## config.mk

```make
export PLATFORM = sky130hd
export DESIGN_NAME = ppd_port
export DESIGN_NICKNAME = d
export VERILOG_FILES = /design/src/inc/ppd_pkg.sv /design/src/inc/ppd_pin_if.sv /design/src/core/ppd_pad_dec.sv /design/src/core/ppd_port.sv
export SDC_FILE = /design/constraint.sdc
export NUM_CORES = 1
export LEC_CHECK = 0
export BUFFER_PORTS_ARGS = -buffer_cell sky130_fd_sc_hd__buf_4
export CAP_MARGIN = 20
export CORE_MARGIN = 2
export CORE_UTILIZATION = 40
export CTS_CLUSTER_SIZE = 8
export DETAILED_ROUTE_END_ITERATION = 10
export PLACE_DENSITY = 0.55
export SYNTH_ARGS = -nofsm -noshare
export SYNTH_HDL_FRONTEND = slang
export SYNTH_SLANG_ARGS = --single-unit
```

## constraint.sdc

```tcl
create_clock -name SYS_CLK -period 2.4 [get_ports SYS_CLK]
set_clock_uncertainty 0.2 [all_clocks]
set_input_delay 0.48 -clock SYS_CLK [delete_from_list [all_inputs] [get_ports SYS_CLK]]
set_output_delay 0.48 -clock SYS_CLK [all_outputs]
set_load 0.005 [all_outputs]
```

## src/inc/ppd_pkg.sv

```systemverilog
// Package: constants, codes and register map of the eight-pin port block
package ppd_pkg;

    localparam int NPINS = 8;
    localparam int NAUX  = 16;
    localparam int AW    = 5;

    typedef enum logic [2:0] {
        DM_ANALOG  = 3'h0,
        DM_DIGIN   = 3'h1,
        DM_RES_UP  = 3'h2,
        DM_RES_DN  = 3'h3,
        DM_OD_LO   = 3'h4,
        DM_OD_HI   = 3'h5,
        DM_STRONG  = 3'h6,
        DM_RES_UD  = 3'h7
    } ppd_mode_type;

    typedef enum logic [1:0] {
        EDGE_OFF  = 2'h0,
        EDGE_RISE = 2'h1,
        EDGE_FALL = 2'h2,
        EDGE_BOTH = 2'h3
    } ppd_edge_type;

    // Port-wide registers
    localparam logic [AW-1:0] ADDR_DM0    = 5'h00;
    localparam logic [AW-1:0] ADDR_DM1    = 5'h01;
    localparam logic [AW-1:0] ADDR_DM2    = 5'h02;
    localparam logic [AW-1:0] ADDR_DR     = 5'h03;
    localparam logic [AW-1:0] ADDR_PS     = 5'h04;
    localparam logic [AW-1:0] ADDR_SLW    = 5'h05;
    localparam logic [AW-1:0] ADDR_BYP    = 5'h06;
    localparam logic [AW-1:0] ADDR_INEN   = 5'h07;
    localparam logic [AW-1:0] ADDR_BIE    = 5'h08;
    localparam logic [AW-1:0] ADDR_IRISE  = 5'h09;
    localparam logic [AW-1:0] ADDR_IFALL  = 5'h0a;
    localparam logic [AW-1:0] ADDR_ISTAT  = 5'h0b;
    localparam logic [AW-1:0] ADDR_USB    = 5'h0c;
    localparam logic [AW-1:0] ADDR_SIOREG = 5'h0d;
    localparam logic [AW-1:0] ADDR_AUXLO  = 5'h0e;
    localparam logic [AW-1:0] ADDR_AUXHI  = 5'h0f;
    // Per-pin registers at base plus pin index
    localparam logic [AW-1:0] ADDR_PIN0   = 5'h10;

    // Per-pin register field positions
    localparam int PF_DR   = 0;
    localparam int PF_PS   = 1;
    localparam int PF_DM   = 2;
    localparam int PF_SLW  = 5;
    localparam int PF_BYP  = 6;
    localparam int PF_BIE  = 7;

    // USB control register fields
    localparam int UF_DRV  = 0;
    localparam int UF_PULL = 2;
    localparam int UF_DR   = 4;
    localparam int UF_MODE = 6;

    localparam logic [7:0] RST_ZERO = 8'h00;

endpackage : ppd_pkg

```

## src/inc/ppd_pin_if.sv

```systemverilog
// Interface: per-pin configuration handed from register file to pad decoder
`timescale 1ns/1ps
interface ppd_pin_if;
    logic [2:0] mode;
    logic       out_val;
    logic       slow;
    logic       regulated;
    logic       drv_strong_oe;
    logic       drv_strong_val;
    logic       pull_up;
    logic       pull_dn;
    logic       in_en;
    logic       slow_eff;
    modport cfg (output mode, out_val, slow, regulated,
                 input drv_strong_oe, drv_strong_val, pull_up, pull_dn,
                 in_en, slow_eff);
    modport dec (input mode, out_val, slow, regulated,
                 output drv_strong_oe, drv_strong_val, pull_up, pull_dn,
                 in_en, slow_eff);
endinterface : ppd_pin_if

```

## src/core/ppd_pad_dec.sv

```systemverilog
// Module: decodes a drive-mode code and output value into pad enables
`timescale 1ns/1ps
module ppd_pad_dec
    import ppd_pkg::*;
(
    ppd_pin_if.dec p    // Pin configuration and pad enables
);
    logic res_mode;
    logic res_ok;

    assign res_mode = (p.mode == DM_RES_UP) || (p.mode == DM_RES_DN) ||
                      (p.mode == DM_RES_UD);
    assign res_ok   = !p.regulated;

    always_comb begin
        p.drv_strong_oe  = 1'b0;
        p.drv_strong_val = p.out_val;
        p.pull_up        = 1'b0;
        p.pull_dn        = 1'b0;
        p.in_en          = 1'b1;
        unique case (p.mode)
            DM_ANALOG: p.in_en = 1'b0;
            DM_DIGIN: p.in_en = 1'b1;
            DM_RES_UP: begin
                p.drv_strong_oe = !p.out_val;
                p.pull_up       = p.out_val && res_ok;
            end
            DM_RES_DN: begin
                p.drv_strong_oe = p.out_val;
                p.pull_dn       = !p.out_val && res_ok;
            end
            DM_OD_LO: p.drv_strong_oe = !p.out_val;
            DM_OD_HI: p.drv_strong_oe = p.out_val;
            DM_STRONG: p.drv_strong_oe = 1'b1;
            DM_RES_UD: begin
                p.pull_up = p.out_val && res_ok;
                p.pull_dn = !p.out_val && res_ok;
            end
        endcase
    end

    assign p.slow_eff = p.slow && !res_mode;

endmodule : ppd_pad_dec

```

## src/core/ppd_port.sv

```systemverilog
// Module: eight-pin port with drive decode, USB pin pair and edge interrupts
//
// The address-and-strobe port and the register addresses were left to the implementer.
`timescale 1ns/1ps
module ppd_port
    import ppd_pkg::*;
#(
    parameter int NP = NPINS
) (
    input  wire logic             SYS_CLK,       // System clock, 200 MHz
    input  wire logic             RST,           // Synchronous reset
    input  wire logic [AW-1:0]    ADDR,          // Register address
    input  wire logic [7:0]       WDATA,         // Write data
    input  wire logic             WR,            // Write strobe
    input  wire logic             RD,            // Read strobe
    output logic      [7:0]       RDATA,         // Read data, next cycle
    input  wire logic [NP-1:0]    PIN_IN,        // Pad input levels
    output logic      [NP-1:0]    PIN_OUT,       // Strong driver level
    output logic      [NP-1:0]    PIN_OE,        // Strong driver enable
    output logic      [NP-1:0]    PIN_PU,        // Resistive pull-up on
    output logic      [NP-1:0]    PIN_PD,        // Resistive pull-down on
    output logic      [NP-1:0]    PIN_IE,        // Input buffer enable
    output logic      [NP-1:0]    PIN_SLOW,      // Slow edge select
    input  wire logic [NP-1:0]    FAB_OUT,       // Fabric output values
    output logic      [NP-1:0]    FAB_IN,        // Pin inputs to fabric
    input  wire logic [NAUX-1:0]  AUX_OE,        // Aux output enables
    input  wire logic [1:0]       USB_IN,        // USB pin pad inputs
    output logic      [1:0]       USB_OUT,       // USB pin driver level
    output logic      [1:0]       USB_OE,        // USB pin driver enable
    output logic      [1:0]       USB_PU,        // USB pin pull-up
    output logic      [1:0]       USB_PS,        // USB pin sampled state
    output logic                  IRQ            // Port interrupt request
);

    ////////////////////////////////////////////////////////////////////////
    // Registers

    logic [NP-1:0] dm0_r, dm1_r, dm2_r, dr_r, slw_r, byp_r, inen_r, bie_r;
    logic [NP-1:0] dm0_nxt, dm1_nxt, dm2_nxt, dr_nxt, slw_nxt, byp_nxt;
    logic [NP-1:0] bie_nxt;
    logic [NP-1:0] irise_r, ifall_r, sioreg_r;
    logic [NP-1:0] stat_r, stat_nxt;
    logic [NP-1:0] sync1_r, sync2_r, prev_r;
    logic [7:0]    usb_r, usb_nxt;
    logic [1:0]    usb_s1_r, usb_s2_r;
    logic [7:0]    rdata_r, rdata_nxt;
    logic [7:0]    aux_lo_r, aux_hi_r;
    logic [NP-1:0] fab_in_r, oe_r, out_r, pu_r, pd_r, ie_r, slow_r;
    logic [1:0]    uoe_r, uout_r, upu_r;
    logic          irq_r;

    logic          wr_pin;
    logic [2:0]    pin_sel;
    logic          rd_stat;

    assign wr_pin  = WR && (ADDR[AW-1:3] == ADDR_PIN0[AW-1:3]);
    assign pin_sel = ADDR[2:0];
    assign rd_stat = RD && (ADDR == ADDR_ISTAT);

    ////////////////////////////////////////////////////////////////////////
    // Port-wide and per-pin writes onto the same state

    always_comb begin
        dm0_nxt = dm0_r;
        dm1_nxt = dm1_r;
        dm2_nxt = dm2_r;
        dr_nxt  = dr_r;
        slw_nxt = slw_r;
        byp_nxt = byp_r;
        bie_nxt = bie_r;
        if (WR) begin
            unique case (ADDR)
                ADDR_DM0: dm0_nxt = WDATA[NP-1:0];
                ADDR_DM1: dm1_nxt = WDATA[NP-1:0];
                ADDR_DM2: dm2_nxt = WDATA[NP-1:0];
                ADDR_DR:  dr_nxt  = WDATA[NP-1:0];
                ADDR_SLW: slw_nxt = WDATA[NP-1:0];
                ADDR_BYP: byp_nxt = WDATA[NP-1:0];
                ADDR_BIE: bie_nxt = WDATA[NP-1:0];
                default: ;
            endcase
        end
        if (wr_pin) begin
            dr_nxt[pin_sel]  = WDATA[PF_DR];
            dm0_nxt[pin_sel] = WDATA[PF_DM];
            dm1_nxt[pin_sel] = WDATA[PF_DM+1];
            dm2_nxt[pin_sel] = WDATA[PF_DM+2];
            slw_nxt[pin_sel] = WDATA[PF_SLW];
            byp_nxt[pin_sel] = WDATA[PF_BYP];
            bie_nxt[pin_sel] = WDATA[PF_BIE];
        end
    end

    // USB bits only via own register
    always_comb begin
        usb_nxt = usb_r;
        if (WR && ADDR == ADDR_USB) begin
            usb_nxt = WDATA;
        end
    end

    ////////////////////////////////////////////////////////////////////////
    // Input synchronisation and edge detection

    logic [NP-1:0] rise, fall, hit;
    assign rise = sync2_r & ~prev_r;
    assign fall = ~sync2_r & prev_r;
    assign hit  = (rise & irise_r) | (fall & ifall_r);

    assign stat_nxt = (rd_stat ? '0 : stat_r) | hit;

    ////////////////////////////////////////////////////////////////////////
    // Per-pin pad decode

    logic [NP-1:0] dec_oe, dec_val, dec_pu, dec_pd, dec_ie, dec_slow;
    logic [NP-1:0] aux_en;
    logic [NAUX-1:0] aux_sel_w;
    logic [NP-1:0] out_src;

    assign out_src = (byp_r & FAB_OUT) | (~byp_r & dr_r);
    assign aux_sel_w = {aux_hi_r, aux_lo_r};

    genvar g;
    generate
        for (g = 0; g < NP; g++) begin : g_pin
            ppd_pin_if pif ();
            logic oe_sel;
            assign oe_sel      = AUX_OE[aux_sel_w[2*g+1 -: 2] * 4 + g % 4];
            assign pif.mode    = {dm2_r[g], dm1_r[g], dm0_r[g]};
            assign pif.out_val = out_src[g];
            assign pif.slow    = slw_r[g];
            assign pif.regulated = sioreg_r[g];
            ppd_pad_dec u_dec (.p(pif.dec));
            assign aux_en[g]   = !bie_r[g] || oe_sel;
            assign dec_oe[g]   = pif.drv_strong_oe && aux_en[g];
            assign dec_val[g]  = pif.drv_strong_val;
            assign dec_pu[g]   = pif.pull_up && aux_en[g];
            assign dec_pd[g]   = pif.pull_dn && aux_en[g];
            assign dec_ie[g]   = pif.in_en || (bie_r[g] && !oe_sel);
            assign dec_slow[g] = pif.slow_eff;
        end
    endgenerate

    ////////////////////////////////////////////////////////////////////////
    // USB-capable pin pair

    logic [1:0] u_drv, u_pull, u_dr, u_oe, u_pu;
    logic       u_usbmode;
    assign u_drv     = usb_r[UF_DRV +: 2];
    assign u_pull    = usb_r[UF_PULL +: 2];
    assign u_dr      = usb_r[UF_DR +: 2];
    assign u_usbmode = usb_r[UF_MODE];
    assign u_oe = u_usbmode ? 2'h0 : (u_drv | ~u_dr);
    assign u_pu = u_usbmode ? 2'h0 : (u_pull & ~u_drv & u_dr);

    ////////////////////////////////////////////////////////////////////////
    // Read mux

    always_comb begin
        rdata_nxt = 8'h00;
        if (RD) begin
            unique case (ADDR)
                ADDR_DM0:    rdata_nxt = dm0_r;
                ADDR_DM1:    rdata_nxt = dm1_r;
                ADDR_DM2:    rdata_nxt = dm2_r;
                ADDR_DR:     rdata_nxt = dr_r;
                ADDR_PS:     rdata_nxt = sync2_r;
                ADDR_SLW:    rdata_nxt = slw_r;
                ADDR_BYP:    rdata_nxt = byp_r;
                ADDR_INEN:   rdata_nxt = inen_r;
                ADDR_BIE:    rdata_nxt = bie_r;
                ADDR_IRISE:  rdata_nxt = irise_r;
                ADDR_IFALL:  rdata_nxt = ifall_r;
                ADDR_ISTAT:  rdata_nxt = stat_r;
                ADDR_USB:    rdata_nxt = usb_r;
                ADDR_SIOREG: rdata_nxt = sioreg_r;
                ADDR_AUXLO:  rdata_nxt = aux_lo_r;
                ADDR_AUXHI:  rdata_nxt = aux_hi_r;
                default: begin
                    if (ADDR[AW-1:3] == ADDR_PIN0[AW-1:3]) begin
                        rdata_nxt = {bie_r[pin_sel], byp_r[pin_sel],
                                     slw_r[pin_sel], dm2_r[pin_sel],
                                     dm1_r[pin_sel], dm0_r[pin_sel],
                                     sync2_r[pin_sel], dr_r[pin_sel]};
                    end
                end
            endcase
        end
    end

    ////////////////////////////////////////////////////////////////////////
    // State

    always_ff @(posedge SYS_CLK) begin
        if (RST) begin
            dm0_r <= RST_ZERO; dm1_r <= RST_ZERO; dm2_r <= RST_ZERO;
            dr_r  <= RST_ZERO; slw_r <= RST_ZERO; byp_r <= RST_ZERO;
            bie_r <= RST_ZERO; usb_r <= RST_ZERO;
        end else begin
            dm0_r <= dm0_nxt; dm1_r <= dm1_nxt; dm2_r <= dm2_nxt;
            dr_r  <= dr_nxt;  slw_r <= slw_nxt; byp_r <= byp_nxt;
            bie_r <= bie_nxt; usb_r <= usb_nxt;
        end
    end

    always_ff @(posedge SYS_CLK) begin
        if (RST) begin
            irise_r  <= RST_ZERO; ifall_r  <= RST_ZERO;
            inen_r   <= RST_ZERO; sioreg_r <= RST_ZERO;
            aux_lo_r <= RST_ZERO; aux_hi_r <= RST_ZERO;
        end else if (WR) begin
            if (ADDR == ADDR_IRISE)  irise_r  <= WDATA;
            if (ADDR == ADDR_IFALL)  ifall_r  <= WDATA;
            if (ADDR == ADDR_INEN)   inen_r   <= WDATA;
            if (ADDR == ADDR_SIOREG) sioreg_r <= WDATA;
            if (ADDR == ADDR_AUXLO)  aux_lo_r <= WDATA;
            if (ADDR == ADDR_AUXHI)  aux_hi_r <= WDATA;
        end
    end

    always_ff @(posedge SYS_CLK) begin
        if (RST) begin
            sync1_r  <= RST_ZERO; sync2_r  <= RST_ZERO; prev_r <= RST_ZERO;
            usb_s1_r <= 2'h0;     usb_s2_r <= 2'h0;
            stat_r   <= RST_ZERO; irq_r    <= 1'b0;
        end else begin
            sync1_r  <= PIN_IN;   sync2_r  <= sync1_r; prev_r <= sync2_r;
            usb_s1_r <= USB_IN;   usb_s2_r <= usb_s1_r;
            stat_r   <= stat_nxt;
            irq_r    <= |stat_nxt;
        end
    end

    always_ff @(posedge SYS_CLK) begin
        if (RST) begin
            rdata_r <= 8'h00; fab_in_r <= RST_ZERO;
            oe_r <= RST_ZERO; out_r <= RST_ZERO; pu_r <= RST_ZERO;
            pd_r <= RST_ZERO; ie_r <= RST_ZERO; slow_r <= RST_ZERO;
            uoe_r <= 2'h0; uout_r <= 2'h0; upu_r <= 2'h0;
        end else begin
            rdata_r  <= rdata_nxt;
            fab_in_r <= sync2_r & inen_r;
            oe_r <= dec_oe; out_r <= dec_val; pu_r <= dec_pu;
            pd_r <= dec_pd; ie_r <= dec_ie; slow_r <= dec_slow;
            uoe_r <= u_oe; uout_r <= u_dr; upu_r <= u_pu;
        end
    end

    assign RDATA    = rdata_r;
    assign FAB_IN   = fab_in_r;
    assign PIN_OE   = oe_r;
    assign PIN_OUT  = out_r;
    assign PIN_PU   = pu_r;
    assign PIN_PD   = pd_r;
    assign PIN_IE   = ie_r;
    assign PIN_SLOW = slow_r;
    assign USB_OE   = uoe_r;
    assign USB_OUT  = uout_r;
    assign USB_PU   = upu_r;
    assign USB_PS   = usb_s2_r;
    assign IRQ      = irq_r;

endmodule : ppd_port

```

# Word level (Yosys, flattened, before mapping)
# Index checks and enable logic that the tools add are counted.
[word_totals] output_inout_bits=73 word_cells=410 mem_bits_rw=0 latchBits=0 mem_bits_ro=0 n_memories=0 reg_bits=219 input_bits=51
[op_classes] n_addsub=6 eq_ne=64 n_mux=97 n_reduce_logical=182 multipliers=0 order_cmp=10 shift=0 div=0 bitwise_logic=19
[op_table] operator="two-way mux 8 bit" count=23
[op_table] operator="one-hot mux 8 bit (16 select lines)" count=1
[op_table] operator="equality test 3 bit (second input constant)" count=32
[op_table] operator="OR reduction 2 bit" count=34
[op_table] operator="logical AND 1 bit" count=60
[op_table] operator="bitwise AND 8 bit" count=7
[op_table] operator="bitwise mux 8 bit" count=7
[op_table] operator="equality test 3 x 2 -> 1 bit (second input constant)" count=16
[op_table] operator="two-way mux 1 bit" count=41
[op_table] operator="equality test 5 x 4 -> 1 bit (second input constant)" count=8
[op_table] operator="logical NOT 1 bit" count=40
[op_table] operator="logical OR 1 bit" count=32
[op_table] operator="< comparator 5 bit (second input constant)" count=6
[op_table] operator="binary-select mux 1 bit (select 3 bit)" count=8
[op_table] operator="binary-select mux 1 bit (select 4 bit)" count=6
[op_table] operator="logical NOT 3 bit" count=8
[op_table] operator="NOT 8 bit" count=3
[op_table] operator="OR 8 bit" count=3
[op_table] operator="one-hot mux 1 bit (3 select lines)" count=8
[op_table] operator="adder 4 x 2 -> 5 bit (second input constant)" count=4
[op_table] operator="equality test 5 x 3 -> 1 bit (second input constant)" count=4
[op_table] operator="AND reduction 2 bit" count=6
[op_table] operator="adder 4 x 1 -> 5 bit (second input constant)" count=2
[op_table] operator="equality test 5 x 2 -> 1 bit (second input constant)" count=2
[op_table] operator="other kinds (13)" count=17

# Logic depth before layout (Yosys ltp)
[logic_depth] word_depth=7 ltp_mapped=8 ltp_nobuf=5

# Hierarchy
# Synthesis repeated with hierarchy kept, for this count alone.
[hier_totals] hier_cells=1162 area_unflattened_um2=10570.1
[by_module_without_submodules] module="ppd_port" n_inst=1 cells_per_inst=1058 area_per_inst_um2=9729.3
[by_module_without_submodules] module="ppd_pad_dec" n_inst=8 cells_per_inst=13 area_per_inst_um2=105.1

# Least setup slack after synthesis
# OpenSTA, ideal clock, no wires.
[synth_timing] path_kind="input to register" start="input ADDR[1]" end="register rdata_r[6], in the netlist RDATA[6]" arrival_time_ns=1.735 setup_slack_ns=0.333 stages=7 cell_sequence="buf_4 buf_2 mux2_2 a22oi_1 o22ai_1 a2111oi_0 a31oi_1"
[synth_between] elab_chain_cells=4 word_cells_on_any_way=20 classes_between="eq/ne (15); mux (4); reduce/logical (1)"
[synth_rtl] element="from (decl)" line_no="ppd_port.sv:12" source="input wire logic [AW-1:0] ADDR,"
[synth_rtl] element="binary-select mux 1 bit (select 3 bit)" line_no="ppd_port.sv:181" source="rdata_nxt = {bie_r[pin_sel], byp_r[pin_sel],"
[synth_rtl] element="two-way mux 1 bit (implied by the code)" line_no="ppd_port.sv:181"
[synth_rtl] element="two-way mux 8 bit" line_no="ppd_port.sv:180" source="if (ADDR[AW-1:3] == ADDR_PIN0[AW-1:3]) begin"
[synth_rtl] element="one-hot mux 8 bit (16 select lines) (*)" line_no="ppd_port.sv:162" source="unique case (ADDR)"
[synth_rtl] element="to (signal assigned)" line_no="ppd_port.sv:241" source="rdata_r <= rdata_nxt;"
[synth_rtl] element="to (decl)" line_no="ppd_port.sv:46" source="logic [7:0] rdata_r, rdata_nxt;"
# Mark *: on every way between the ends. The rest lies on a longest branch, timed or not. The select of a mux whose other input is x is not followed.
# A chain may end at the register's enable or synchronous reset.

# Final worst setup path
# Ends and elaborated chain as after synthesis.

==> flow_metrics.env <==
export IMPL_run_status="complete, no violations"
export IMPL_pin_count=124
export IMPL_synthMostInstantiatedCell="dfxtp_1"
export IMPL_floorplan_core_area_um2=25100
export IMPL_r2r_start="aux_lo_r[4]"
export IMPL_worstRegToRegCells=4
export IMPL_crit_reg2reg_capture="PIN_PU[2]"
export IMPL_timing_critical_path_arrival_ns=2.27
export IMPL_startpoint_of_the_most_critical_hold_path="FAB_OUT[4]"
export IMPL_final_standard_cell_area_without_fillers_um2=12900
export IMPL_routed_via_count=8952
export IMPL_yosys_cell_types_count=63
export IMPL_wire_length_of_the_first_global_routing_pass_um=55100
export IMPL_critical_path_max_fanout=23
export IMPL_synthTopCellsByCount="219 x dfxtp_1, 151 x nor2_1, 129 x mux2i_1"
export IMPL_cap_violations=0
export IMPL_cts_hold_fix_buffers=10
export IMPL_initial_utilization=0.405
export IMPL_clockBufferDepth=3
export IMPL_post_drt_wl_per_cell_um=23.0
export IMPL_synth_top_cell_by_area="dfxtp_1"
export IMPL_design_final_nets=1307
export IMPL_setup_worst_path_start_class="input port"
export IMPL_antenna_found_initial=0
export IMPL_cts_setup_buffers=0
export IMPL_ir_drop_mv=0.701
export IMPL_finalCritPeriodShare=0.863
export IMPL_synth_async_reset_ratio=0
export IMPL_cts_resized_gates=0
export IMPL_power_density_relative_to_cell_area_nw_per_um2=642
export IMPL_h_tree_levels=1
export IMPL_period_needed_ns=2.07
export IMPL_final_gp_congestion=0.956
export IMPL_whs_endpoint="PIN_OUT[4]"
export IMPL_grt_use_total=0.274
export IMPL_cts_inserted_buffers=31
export IMPL_place_area_um2=12000
export IMPL_placement_io_buffers=123
export IMPL_measured_slew_at_the_worst_slew_check_pin_ns=0.605
export IMPL_die_height_um=163
export IMPL_synth_seq_area_share=0.431
export IMPL_cp_slowest_stage_delay_ns=0.58
export IMPL_detail_route_first_pass_iterations=5
export IMPL_timing_worst_setup_path_type="in -> reg"
export IMPL_clockRootBuffer="clkbuf_16"
export IMPL_worstSetupEndpointType="register"
export IMPL_fp_row_count=58
export IMPL_drive_gt1_frac=0.251
export IMPL_place_hpwl_um=26500
export IMPL_clock_sink_count=219
export IMPL_drv_slew=0
export IMPL_worstPathRequired_ns=2.60
export IMPL_hold_class="in -> reg"
export IMPL_postSynthRegisterBits=219
export IMPL_timing_critical_path_slowest_stage_cell="a2111oi_0"
export IMPL_cell_depth_of_the_worst_min_delay_path=3
export IMPL_post_drt_via_cell_ratio=5.64
export IMPL_antenna_cells=0
export IMPL_setup_tns_ns=0
export IMPL_average_cell_area_after_synthesis_um2=9.45
export IMPL_dieArea_um2=26700
export IMPL_reg2reg_setup_slack_ns=0.33
export IMPL_n_fill_cell=2420
export IMPL_synth_edff_count=0
export IMPL_synthesis_area_um2=10200
export IMPL_grt_start_max_net_pins=40
export IMPL_clock_latency_ns=0.55
export IMPL_finalSetupViolations=0
export IMPL_dominantRegCellSynth="dfxtp_1"
export IMPL_cts_reportedPaths_clkPinSlew_ns=0.05
export IMPL_wl_um=36600
export IMPL_drt_drc_violations_left=0
export IMPL_dr_first_iter_drc_count=750
export IMPL_tritoncts="yes"
export IMPL_cpLargestDelayFamily="compound AO/OA/AOI/OAI gates"
export IMPL_grt_pass1_vias=8741
export IMPL_timing_slew_headroom=0.586
export IMPL_area_growth_synth_to_final_pct=27.0
export IMPL_finalHoldViolations=0
export IMPL_max_clock_freq_ghz=0.483
export IMPL_globalRoute_totalOverflow=0
export IMPL_static_leakage_nw=5.26
export IMPL_setup_repair_after_global_routing_missed_its_margin="false"
export IMPL_series_of_cell_instances_along_the_critical_path="buf_4 -> nor2_1 -> and2_1 -> a22o_1 -> a2111oi_0 -> a31oi_1"
export IMPL_synth_top_area_frac=0.431
export IMPL_timing_critical_path_buf_inv=1
export IMPL_post_synth_inst_count=1077
export IMPL_postSynthNetCount=1128
export IMPL_synthesis_yosys_warnings=0
export IMPL_drtAntennaViolNets=0
export IMPL_synthTopCellsByArea="dfxtp_1 43%, mux2i_1 13%, nor2_1 5.6%"
export IMPL_die_width_um=163
-- worst reg2reg max path, stage by stage (launching register included) --
cell and delay (ns):
dfxtp_1 0.37, mux4_2 0.47, nor2b_1 0.12, or4b_2 0.65
nor3_1 0.19
-- placed cells by master, fill, tap and decap left out, types with 5 or more instances in the layout --
master / instances
nor4_1: 13
o22ai_1: 5
mux2_2: 10
or3_1: 5
nand3_1: 29
dlygate4sd3_1: 10
buf_12: 10
and3_1: 7
buf_4: 219
and2_1: 13
inv_1: 8
xnor2_1: 6
mux4_2: 19
a22o_1: 11
a21oi_1: 27
a22oi_1: 12
dfxtp_1: 219
xor2_1: 8
nor3_1: 19
a31oi_1: 9
nor2b_1: 49
o21ai_0: 37
nand2_1: 55
nor3b_1: 6
clkbuf_16: 31
or4b_2: 8
and3b_1: 10
a311oi_1: 14
nand2b_1: 6
nor2_1: 151
a211oi_1: 38
nand3b_1: 11
mux2i_1: 129
-- per-layer routing --
metal  GRT usage  part of all wire  wire length, µm
met5           0                 0                0
met4      0.0853             0.027              983
met3      0.0472             0.078             2850
met2       0.431              0.45            16300
met1       0.383              0.45            16400
-- cell type report --
class                           instances  area [µm²]  area share
Clock buffer                           34         807      0.0625
Clock inverter                          1        8.76    0.000678
Inverter                                8        30.0     0.00232
Multi-Input combinational cell        756        5320       0.412
Sequential cell                       219        4380       0.339
Tap cell                              330         413      0.0320
Timing Repair Buffer                  240        1960       0.151
-- power by group --
group,internal (mW),switching [mW],total [mW]
registers,3.70,0.0607,3.76
clock network,2.31,1.53,3.84
logic,0.302,0.382,0.685
total,6.32,1.97,8.29
-- stage by stage --
stage	util	cells	hold slack, ns	total power [mW]	setup WS, ns
after floorplan	-	1077	0.214	4.17	0.333
after detailed placement	0.478	1543	0.222	4.50	-0.143
final	0.514	1588	0.0567	8.29	0.329
after CTS	0.514	1588	0.0409	8.36	0.338
after global routing	0.514	1588	0.0538	8.58	0.206
after global placement	0.478	1543	0.216	4.50	-0.175
-- cell families after synthesis --
logic type | share of synthesized area
compound gates | 0.121
xor+xnor | 0.0121
buf+inv | 0.0464
flops | 0.431
mux | 0.180
simple gates | 0.210
-- how the worst max path moves through the flow --
stage	from	endpoint	slack (ns)	cells past startpoint
finish	ADDR[1]	RDATA[6]	0.33	6
global route	ADDR[0]	RDATA[6]	0.21	6
CTS	aux_lo_r[4]	PIN_PU[2]	0.34	4
global placement	ADDR[0]	RDATA[6]	-0.18	6
detailed placement	ADDR[0]	RDATA[6]	-0.14	6
floorplan	ADDR[1]	RDATA[6]	0.33	7
Note: power is estimated with default switching activity, not from simulation.
